**src/audio_serial_pkg.sv**
```systemverilog
// constants shared by the serial audio port and its sample fifo
package audio_serial_pkg;

  // register map (word addresses on the plain register port)
  localparam int ADDR_W = 4;
  localparam logic [3:0] ADDR_FORMAT = 4'h0;
  localparam logic [3:0] ADDR_STATUS = 4'h1;
  localparam logic [15:0] FORMAT_RESET = 16'h0000;

  // format register field positions
  localparam int POS_FSRC = 13;
  localparam int POS_BSRC = 10;
  localparam int POS_FMODE = 9;
  localparam int POS_FPOL = 8;
  localparam int POS_BPOL = 7;
  localparam int POS_WLEN = 5;
  localparam int POS_MSB = 3;
  localparam int POS_TDM = 0;

  // status register field positions
  localparam int STAT_POS_LOCKED = 0;
  localparam int STAT_POS_UNDERRUN = 1;
  localparam int STAT_POS_LEVEL = 4;
  localparam int STAT_POS_SLOT = 8;

  // field codes
  localparam logic [2:0] SRC_MASTER = 3'h4;
  localparam logic [1:0] WLEN_24 = 2'h0;
  localparam logic [1:0] WLEN_16 = 2'h1;
  localparam logic [1:0] WLEN_32 = 2'h2;
  localparam logic [1:0] WLEN_FLEX = 2'h3;
  localparam logic [1:0] MSB_I2S = 2'h0;
  localparam logic [1:0] MSB_LEFT = 2'h1;
  localparam logic [1:0] MSB_RJ24 = 2'h2;
  localparam logic [1:0] MSB_RJ16 = 2'h3;
  localparam logic [2:0] TDM_2X32 = 3'h0;
  localparam logic [2:0] TDM_4X32 = 3'h1;
  localparam logic [2:0] TDM_8X32 = 3'h2;
  localparam logic [2:0] TDM_16X32 = 3'h3;
  localparam logic [2:0] TDM_4X16 = 3'h4;
  localparam logic [2:0] TDM_2X16 = 3'h5;

  // bit counts selected by the codes
  localparam logic [5:0] WBITS_24 = 6'h18;
  localparam logic [5:0] WBITS_16 = 6'h10;
  localparam logic [5:0] WBITS_32 = 6'h20;
  localparam logic [4:0] DLY_I2S = 5'h01;
  localparam logic [4:0] DLY_LEFT = 5'h00;
  localparam logic [4:0] DLY_RJ24 = 5'h08;
  localparam logic [4:0] DLY_RJ16 = 5'h10;
  localparam logic [8:0] FRAME_LAST_2X32 = 9'h03f;
  localparam logic [8:0] FRAME_LAST_4X16 = 9'h03f;
  localparam logic [8:0] FRAME_LAST_2X16 = 9'h01f;
  localparam logic [4:0] SLOT_LAST_32 = 5'h1f;
  localparam logic [4:0] SLOT_LAST_16 = 5'h0f;

  // sample width and master bit clock timing
  localparam int SAMPLE_W = 32;
  localparam int SYS_PERIOD_NS = 40;
  localparam int BCLK_HALF_NS = 160;
  localparam int BCLK_HALF_CYC = BCLK_HALF_NS / SYS_PERIOD_NS;

  typedef enum logic [0:0] {
    LINK_HUNT = 1'b0,
    LINK_LOCKED = 1'b1
  } link_state_t;

endpackage

```
**src/audio_serial_port.sv**
```systemverilog
// serial audio port with frame format control, clock master/slave and sample fifo
//
// Added by the designer: the address-and-strobe port and the placing of the registers.

////////////////////////////////////////////////////////////////////////////////

module sample_fifo #(
  parameter int WIDTH = 32,
  parameter int DEPTH = 4
) (
  input wire logic i_sys_clk, // system clock
  input wire logic i_srst, // synchronous reset
  input wire logic i_valid, // fill side word valid
  output logic o_ready, // fill side room available
  input wire logic [WIDTH-1:0] i_data, // fill side word
  output logic o_valid, // drain side word present
  input wire logic i_ready, // drain side takes word
  output logic [WIDTH-1:0] o_data, // drain side head word
  output logic [$clog2(DEPTH):0] o_level // words held
);
  localparam int AW = $clog2(DEPTH);

  // refuse sizes that the pointer arithmetic cannot serve
  if (DEPTH < 2 || (1 << AW) != DEPTH || WIDTH < 1) begin : g_bad_size
    $error("sample_fifo: depth must be a power of two of at least 2");
  end

  typedef struct packed {
    logic [DEPTH-1:0][WIDTH-1:0] mem;
    logic [AW-1:0] wr;
    logic [AW-1:0] rd;
    logic [AW:0] cnt;
  } fifo_state_t;

  fifo_state_t q;
  fifo_state_t n;
  logic push;
  logic pop;

  assign o_ready = q.cnt != (AW+1)'(DEPTH);
  assign o_valid = q.cnt != '0;
  assign o_data = q.mem[q.rd];
  assign o_level = q.cnt;
  assign push = i_valid && o_ready;
  assign pop = i_ready && o_valid;

  always_comb begin
    n = q;
    if (push) begin
      n.mem[q.wr] = i_data;
      n.wr = q.wr + AW'(1);
    end
    if (pop) begin
      n.rd = q.rd + AW'(1);
    end
    n.cnt = q.cnt + (AW+1)'(push) - (AW+1)'(pop);
  end

  always_ff @(posedge i_sys_clk) begin
    if (i_srst) begin
      q <= '0;
    end else begin
      q <= n;
    end
  end
endmodule // sample_fifo

////////////////////////////////////////////////////////////////////////////////

module audio_serial_port #(
  parameter int FIFO_DEPTH = 4,
  parameter int BCLK_HALF = audio_serial_pkg::BCLK_HALF_CYC
) (
  input wire logic i_sys_clk, // system clock, 25 MHz
  input wire logic i_srst, // synchronous reset, active high
  input wire logic [3:0] i_addr, // register word address
  input wire logic [15:0] i_wdata, // register write data
  input wire logic i_wr, // register write strobe
  input wire logic i_rd, // register read strobe
  output logic [15:0] o_rdata, // read data, cycle after the strobe
  input wire logic [3:0] i_bclk_pins, // bit clock pin levels, pin 0 is this port's own
  input wire logic [3:0] i_fclk_pins, // frame clock pin levels, pin 0 is this port's own
  output logic o_bclk, // bit clock drive value
  output logic o_bclk_oe, // bit clock pin 0 driven
  output logic o_fclk, // frame clock drive value
  output logic o_fclk_oe, // frame clock pin 0 driven
  input wire logic i_sdata, // serial data in
  output logic o_sdata, // serial data out
  input wire logic [31:0] i_tx_data, // sample to send, msb aligned
  input wire logic i_tx_valid, // sample to send valid
  output logic o_tx_ready, // fifo takes the sample
  output logic [31:0] o_rx_data, // received sample, msb aligned
  output logic o_rx_valid, // received sample pulse
  output logic [3:0] o_rx_channel // slot of the received sample
);
  localparam int LW = $clog2(FIFO_DEPTH) + 1;

  // the divider is 8 bits and the level field must stay below the slot field
  if (BCLK_HALF < 1 || BCLK_HALF > 255 || FIFO_DEPTH > 8) begin : g_bad_cfg
    $error("audio_serial_port: bit clock half period or fifo depth out of range");
  end

  typedef struct packed {
    logic [15:0] fmt;
    audio_serial_pkg::link_state_t link;
    logic [2:0] bsync;
    logic [2:0] fsync;
    logic [2:0] dsync;
    logic [7:0] div;
    logic bclk;
    logic fclk;
    logic fprev;
    logic sdata;
    logic [8:0] bitc;
    logic [31:0] txw;
    logic [31:0] rxw;
    logic [31:0] rxd;
    logic rxv;
    logic [3:0] rxch;
    logic underrun;
    logic [15:0] rdata;
  } port_state_t;

  port_state_t q;
  port_state_t n;

  logic fifo_valid;
  logic fifo_pop;
  logic [31:0] fifo_data;
  logic [LW-1:0] fifo_level;

  logic bmaster;
  logic fmaster;
  logic fmode;
  logic fpol;
  logic bpol;
  logic [1:0] wcode;
  logic [1:0] mcode;
  logic [2:0] tcode;
  logic slot32;
  logic [8:0] frame_last;
  logic [4:0] slot_last;
  logic [4:0] dly;
  logic [5:0] wbits;
  logic bsel;
  logic fsel;
  logic m_tick;
  logic rise;
  logic fall;
  logic launch;
  logic sample;

  sample_fifo #(
    .WIDTH(audio_serial_pkg::SAMPLE_W),
    .DEPTH(FIFO_DEPTH)
  ) u_fifo (
    .i_sys_clk(i_sys_clk),
    .i_srst(i_srst),
    .i_valid(i_tx_valid),
    .o_ready(o_tx_ready),
    .i_data(i_tx_data),
    .o_valid(fifo_valid),
    .i_ready(fifo_pop),
    .o_data(fifo_data),
    .o_level(fifo_level)
  );

  ////////////////////////////////////////////////////////////////////////////////
  // format decode

  assign bmaster = q.fmt[audio_serial_pkg::POS_BSRC +: 3] == audio_serial_pkg::SRC_MASTER;
  assign fmaster = q.fmt[audio_serial_pkg::POS_FSRC +: 3] == audio_serial_pkg::SRC_MASTER;
  assign fmode = q.fmt[audio_serial_pkg::POS_FMODE];
  assign fpol = q.fmt[audio_serial_pkg::POS_FPOL];
  assign bpol = q.fmt[audio_serial_pkg::POS_BPOL];
  assign wcode = q.fmt[audio_serial_pkg::POS_WLEN +: 2];
  assign mcode = q.fmt[audio_serial_pkg::POS_MSB +: 2];
  assign tcode = q.fmt[audio_serial_pkg::POS_TDM +: 3];

  // slave clocks come from whichever of the four pins the source field names
  assign bsel = i_bclk_pins[q.fmt[audio_serial_pkg::POS_BSRC +: 2]];
  assign fsel = i_fclk_pins[q.fmt[audio_serial_pkg::POS_FSRC +: 2]];

  always_comb begin
    slot32 = 1'b1;
    frame_last = audio_serial_pkg::FRAME_LAST_2X32;
    case (tcode)
      audio_serial_pkg::TDM_2X32, audio_serial_pkg::TDM_4X32,
      audio_serial_pkg::TDM_8X32, audio_serial_pkg::TDM_16X32: begin
        frame_last = 9'((10'(audio_serial_pkg::FRAME_LAST_2X32) + 10'h1) << tcode) - 9'h1;
      end
      audio_serial_pkg::TDM_4X16: begin
        slot32 = 1'b0;
        frame_last = audio_serial_pkg::FRAME_LAST_4X16;
      end
      audio_serial_pkg::TDM_2X16: begin
        slot32 = 1'b0;
        frame_last = audio_serial_pkg::FRAME_LAST_2X16;
      end
      default: begin
        frame_last = audio_serial_pkg::FRAME_LAST_2X32;
      end
    endcase
    slot_last = slot32 ? audio_serial_pkg::SLOT_LAST_32 : audio_serial_pkg::SLOT_LAST_16;
    case (wcode)
      audio_serial_pkg::WLEN_24: wbits = audio_serial_pkg::WBITS_24;
      audio_serial_pkg::WLEN_16: wbits = audio_serial_pkg::WBITS_16;
      audio_serial_pkg::WLEN_32: wbits = audio_serial_pkg::WBITS_32;
      default: wbits = audio_serial_pkg::WBITS_32;
    endcase
    case (mcode)
      audio_serial_pkg::MSB_I2S: dly = audio_serial_pkg::DLY_I2S;
      audio_serial_pkg::MSB_LEFT: dly = audio_serial_pkg::DLY_LEFT;
      audio_serial_pkg::MSB_RJ24: dly = audio_serial_pkg::DLY_RJ24;
      default: dly = audio_serial_pkg::DLY_RJ16;
    endcase
  end

  ////////////////////////////////////////////////////////////////////////////////
  // bit clock edges, from the divider or from the synchronised pin

  assign m_tick = bmaster && q.div == 8'(BCLK_HALF - 1);
  assign rise = bmaster ? (m_tick && !q.bclk) : (q.bsync[1] && !q.bsync[2]);
  assign fall = bmaster ? (m_tick && q.bclk) : (!q.bsync[1] && q.bsync[2]);
  assign launch = bpol ? rise : fall;
  assign sample = bpol ? fall : rise;

  // position within the slot and the slot number for a frame bit count
  function automatic logic [4:0] slot_pos(input logic [8:0] b, input logic s32);
    slot_pos = s32 ? b[4:0] : {1'b0, b[3:0]};
  endfunction

  function automatic logic [3:0] slot_num(input logic [8:0] b, input logic s32);
    slot_num = s32 ? b[8:5] : b[7:4];
  endfunction

  // {inside the word, sample bit index}; bits past the word length are outside
  function automatic logic [5:0] word_bit(input logic [4:0] pos, input logic [4:0] d,
                                          input logic [5:0] wl);
    logic [5:0] k;
    k = {1'b0, pos} - {1'b0, d};
    word_bit = {(pos >= d) && (k < wl), 5'h1f - k[4:0]};
  endfunction

  ////////////////////////////////////////////////////////////////////////////////
  // next state

  always_comb begin
    logic [8:0] bit_n;
    logic [8:0] beff;
    logic [4:0] pos;
    logic [5:0] wb;
    logic [31:0] wsrc;
    logic [31:0] rx;
    logic fs;
    logic fstart;
    logic first;
    logic uset;
    bit_n = '0;
    beff = '0;
    pos = '0;
    wb = '0;
    wsrc = '0;
    rx = '0;
    fs = 1'b0;
    fstart = 1'b0;
    first = 1'b0;
    uset = 1'b0;
    n = q;
    fifo_pop = 1'b0;
    n.rxv = 1'b0;
    n.rdata = '0;
    n.bsync = {q.bsync[1:0], bsel};
    n.fsync = {q.fsync[1:0], fsel};
    n.dsync = {q.dsync[1:0], i_sdata};

    if (bmaster) begin
      n.div = m_tick ? 8'h00 : q.div + 8'h01;
      if (m_tick) begin
        n.bclk = !q.bclk;
      end
    end else begin
      n.div = 8'h00;
      n.bclk = 1'b0;
    end

    // launch edge: advance the frame count, frame clock and outgoing bit
    if (launch) begin
      bit_n = (q.bitc >= frame_last) ? 9'h000 : q.bitc + 9'h001;
      n.bitc = bit_n;
      if (fmaster) begin
        first = fmode ? (bit_n == 9'h000) : (bit_n <= (frame_last >> 1));
        n.fclk = fpol ? first : !first;
        n.link = audio_serial_pkg::LINK_LOCKED;
      end
      pos = slot_pos(bit_n, slot32);
      wsrc = q.txw;
      if (pos == 5'h00 && q.link == audio_serial_pkg::LINK_LOCKED) begin
        wsrc = fifo_valid ? fifo_data : 32'h0000_0000;
        fifo_pop = fifo_valid;
        uset = !fifo_valid;
        n.txw = wsrc;
      end
      wb = word_bit(pos, dly, wbits);
      n.sdata = (q.link == audio_serial_pkg::LINK_LOCKED) && wb[5] && wsrc[wb[4:0]];
    end

    // sample edge: find frame starts and take the incoming bit
    if (sample) begin
      fs = q.fsync[2];
      fstart = (fs != q.fprev) && (fs == fpol);
      n.fprev = fs;
      beff = q.bitc;
      if (!fmaster && fstart) begin
        beff = 9'h000;
        n.bitc = 9'h000;
        n.link = audio_serial_pkg::LINK_LOCKED;
      end
      if (n.link == audio_serial_pkg::LINK_LOCKED) begin
        pos = slot_pos(beff, slot32);
        wb = word_bit(pos, dly, wbits);
        rx = (pos == 5'h00) ? 32'h0000_0000 : q.rxw;
        if (wb[5]) begin
          rx[wb[4:0]] = q.dsync[2];
        end
        n.rxw = rx;
        if (pos == slot_last) begin
          n.rxd = rx;
          n.rxv = 1'b1;
          n.rxch = slot_num(beff, slot32);
        end
      end
    end

    // a status read clears the underrun flag unless it is set again now
    n.underrun = q.underrun || uset;
    if (i_rd) begin
      case (i_addr)
        audio_serial_pkg::ADDR_FORMAT: begin
          n.rdata = q.fmt;
        end
        audio_serial_pkg::ADDR_STATUS: begin
          n.rdata[audio_serial_pkg::STAT_POS_LOCKED] = q.link == audio_serial_pkg::LINK_LOCKED;
          n.rdata[audio_serial_pkg::STAT_POS_UNDERRUN] = q.underrun;
          n.rdata[audio_serial_pkg::STAT_POS_LEVEL +: LW] = fifo_level;
          n.rdata[audio_serial_pkg::STAT_POS_SLOT +: 4] = slot_num(q.bitc, slot32);
          n.underrun = uset;
        end
        default: begin
          n.rdata = '0;
        end
      endcase
    end

    // a new format restarts the link
    if (i_wr && i_addr == audio_serial_pkg::ADDR_FORMAT) begin
      n.fmt = i_wdata;
      n.link = audio_serial_pkg::LINK_HUNT;
      n.bitc = 9'h000;
      n.div = 8'h00;
      n.bclk = 1'b0;
      n.fclk = 1'b0;
      n.sdata = 1'b0;
      // bits gathered under the old word length must not leak into the next slot
      n.rxw = 32'h0000_0000;
    end
  end

  always_ff @(posedge i_sys_clk) begin
    if (i_srst) begin
      q <= '0;
      q.fmt <= audio_serial_pkg::FORMAT_RESET;
    end else begin
      q <= n;
    end
  end

  ////////////////////////////////////////////////////////////////////////////////
  // outputs

  assign o_rdata = q.rdata;
  assign o_bclk = q.bclk;
  assign o_bclk_oe = bmaster;
  assign o_fclk = q.fclk;
  assign o_fclk_oe = fmaster;
  assign o_sdata = q.sdata;
  assign o_rx_data = q.rxd;
  assign o_rx_valid = q.rxv;
  assign o_rx_channel = q.rxch;
endmodule // audio_serial_port

```
**config.mk**
```make
export PLATFORM = sky130hd
export DESIGN_NAME = audio_serial_port
export DESIGN_NICKNAME = d
export VERILOG_FILES = /design/src/audio_serial_pkg.sv /design/src/audio_serial_port.sv
export SDC_FILE = /design/constraint.sdc
export NUM_CORES = 1
export LEC_CHECK = 0
export ABC_AREA = 1
export BUFFER_PORTS_ARGS = -buffer_cell sky130_fd_sc_hd__buf_2
export CORE_MARGIN = 2
export CORE_UTILIZATION = 50
export CTS_CLUSTER_SIZE = 12
export DETAILED_ROUTE_END_ITERATION = 7
export GPL_ROUTABILITY_DRIVEN = 0
export PLACE_DENSITY = 0.7
export SLEW_MARGIN = 20
export SYNTH_ARGS = -nofsm -noshare
export SYNTH_HDL_FRONTEND = slang
export SYNTH_SLANG_ARGS = --single-unit
```
**constraint.sdc**
```tcl
create_clock -name i_sys_clk -period 3.67 [get_ports i_sys_clk]
set_input_delay 0 -clock i_sys_clk [delete_from_list [all_inputs] [get_ports i_sys_clk]]
set_output_delay 0 -clock i_sys_clk [all_outputs]
set_load 0.01 [all_outputs]
```
==> out/results.txt <==
Setup slack after layout - 0.1794 ns
Critical path endpoint category - register
Mapped Area - 0.01498 mm2
Commonest non-fill, non-tap cell in the layout - nand2_1
Sequential share of the synthesized area - 0.4010
Status - complete, no violations
Fin. max-slew vios - 0
Critical Path Fanout Max - 7
Placed Area - 0.01541 mm2
Io pins - 125
DRC - 0
Worst-Skew Late Latency - 0.53 ns
Drt wl/cell - 15.64 um
CTS buffer count - 34
Setup TNS - 0 ns
Crit path launch type - register
Cell area after layout - 0.01732 mm2
FF+latch count, synth - 300
CP Data Arrival Time - 3.86 ns
Crit Path Class - register to register
Max Cap Viol - 0
Core ar. - 0.02956 mm2
Clock-pin transition on the worst setup and hold timing paths - 0.06 ns
Die area - 0.03135 mm2
Initial core utilization - 0.5066
GRT Max-Usage Layer - met2
Worst slew margin - 0.3141
Tmin final - 3.491 ns
Fin Hold WS - 0.04544 ns
Sink Count - 300
Initial DRC count - 1037
Initial antenna violation count - 0
Power density over cell area - 454.9 mW/mm2
Hold Crit Class - input port to register
GRT met3 Usage - 0.03286
Crit path required time - 4.04 ns
Fraction of registers with async set/reset - 0
DRT Pass-1 Iters - 5
Nets - 2291
Dpl ws - -0.03064 ns
Largest net degree at the start of global routing - 89
Clock Power Share - 0.429
GR Util met2 - 0.4308
P_int - 5.727 mW
Reg power frac - 0.439
Peak Freq - 286.5 MHz
Logic gate share of total power - 0.132
Setup violations, final - 0
H-tree depth - 2
Die width - 177.1 um
Layout cell share with drive strength beyond 1 - 0.1357
Gr ovfl total - 0
Synthesized net count - 2217
Via count - 14400
Hpwl dp - 24870 um
Ys flop type - dfxtp_1
GR Util All Layers - 0.2571
Post-DR vias/cell - 5.520
Drt total wl - 40800 um
Die height - 177.1 um
Site row count - 63
CTS Buffer Depth - 3
Max IR drop VDD - 0.0004619 V
Syn avg cell area - 7.061 um2
Worst Clk Skew - 0.02520 ns
CTS tree - built
Area Growth Syn to Fin - 15.65%
First-pass GRT wire length - 66510 um
Synth unique cells - 46
Number of global-route vias before repair - 13300
Final period utilization - 0.9511
Sw frac - 0.2731
Leakage - 6.859 nW
Final hold vios - 0
Commonest non-fill, non-tap cells in the layout - 319 x nand2_1, 302 x a21oi_1, 295 x dfxtp_1
Cells after Synth - 2121
Number of enable flip-flop cells after synthesis - 0
IO Port Bufs - 124
Yosys warns - 0
N_diodes - 0
Psw - 2.152 mW
Remaining antenna violation count - 0
Tightest Pin Transition - 1.029 ns
Routing usage on met1 - 0.3453
CTS root buf - clkbuf_16
cells by family after synthesis:
| family | after synthesis | synth area share |
|---|---|---|
| simple gates | 829 | 0.2542 |
| compound gates | 533 | 0.1887 |
| buf+inv | 420 | 0.1252 |
| flops | 300 | 0.4010 |
| fa+ha+maj | 30 | 0.02557 |
| xor+xnor | 9 | 0.005264 |
flip-flops by register name, summed over array words and instances, names as in the netlist:
register        count
u_fifo.o_level      3
o_rx_valid          1
mcode               2
bpol                1
o_rx_data          32
o_rdata            16
fpol                1
fmode               1
o_bclk              1
o_fclk              1
o_rx_channel        4
q                  98
u_fifo.q          132
o_sdata             1
n                   6
path summary, 6_finish.rpt:
path                             from                      endpoint  slack, ns  depth (start not counted)
setup / recovery  q[149]$_SDFFE_PP0P_  u_fifo.o_level[1]$_SDFF_PP0_       0.18                         22
hold / removal              i_addr[3]        o_rdata[10]$_SDFF_PP0_       0.05                          5
setup reg to reg  q[149]$_SDFFE_PP0P_  u_fifo.o_level[1]$_SDFF_PP0_       0.18                         22
hold reg to reg     n[141]$_SDFF_PP0_             q[141]$_SDFF_PP0_       0.39                          2
cell usage after synthesis, drive strengths merged (7+ instances only):
master  instances  share of area
nor2          134          0.035
clkbuf        102          0.026
o21a           32          0.016
nor3            7         0.0031
nand2         329          0.083
buf            91          0.043
ha             29          0.024
o21ai         181          0.061
inv           224          0.056
xor2            8         0.0047
a21oi         304           0.10
nand3         308           0.11
nand4          41          0.018
dfxtp         300           0.40
critical path: stages, from the launching register on:
cell,delay [ns]
dfxtp_4,0.35
inv_2,0.09
nand3_2,0.09
ha_2,0.20
o21ai_0,0.10
nand2_1,0.13
ha_1,0.31
nand2_1,0.10
a21oi_4,0.17
nor2_4,0.09
nand3b_1,0.13
nand2_2,0.08
nor2_4,0.12
nand2_2,0.08
nor2_4,0.10
inv_2,0.06
nor2_4,0.13
ha_4,0.21
inv_1,0.05
ha_1,0.13
inv_1,0.06
fa_2,0.52
nor2_1,0.05
timing repair:
action,in CTS,in global routing
hold buffers,64,0
gates resized for setup,4,28
pin swaps,0,15
endpoints found under the hold margin,170,0
endpoints found under the setup margin,3,6
buffers inserted,0,3
power by group through the flow:
stage	Sequential (mW)	Combinational, mW	Clock [mW]
5_1_grt	3.47	1.15	3.59
2_1_floorplan	3.51	0.666	0
6_report	3.46	1.04	3.38
3_3_place_gp	3.52	0.934	0
3_5_place_dp	3.53	0.953	0
4_1_cts	3.46	1.01	3.44
layer usage:
layer  routed length [um]  vias up  share of wire
met5                    0        -              0
met4                  877        0          0.021
met3                 2822       63          0.069
met2                18950      499           0.46
met1                18140     6689           0.44
li1                     -     7144              -
through the flow:
stage	cells	total power, mW	util
finish	2608	7.879	0.5859
global route	2608	8.206	0.5859
detailed placement	2482	4.480	0.5214
CTS	2605	7.900	0.5813
global placement	2482	4.458	0.5214
floorplan	2121	4.171	-
area by class of cell:
class | count | area, um2
fillers | 2719 | 12240
inverters | 227 | 853.3
clock inverters | 11 | 127.6
clock buffers | 48 | 984.7
repair buffers | 231 | 1624
well taps | 390 | 488.0
multi-input cells | 1401 | 7227
flip-flops and latches | 300 | 6015
Note: power is estimated with default switching activity, not from simulation.
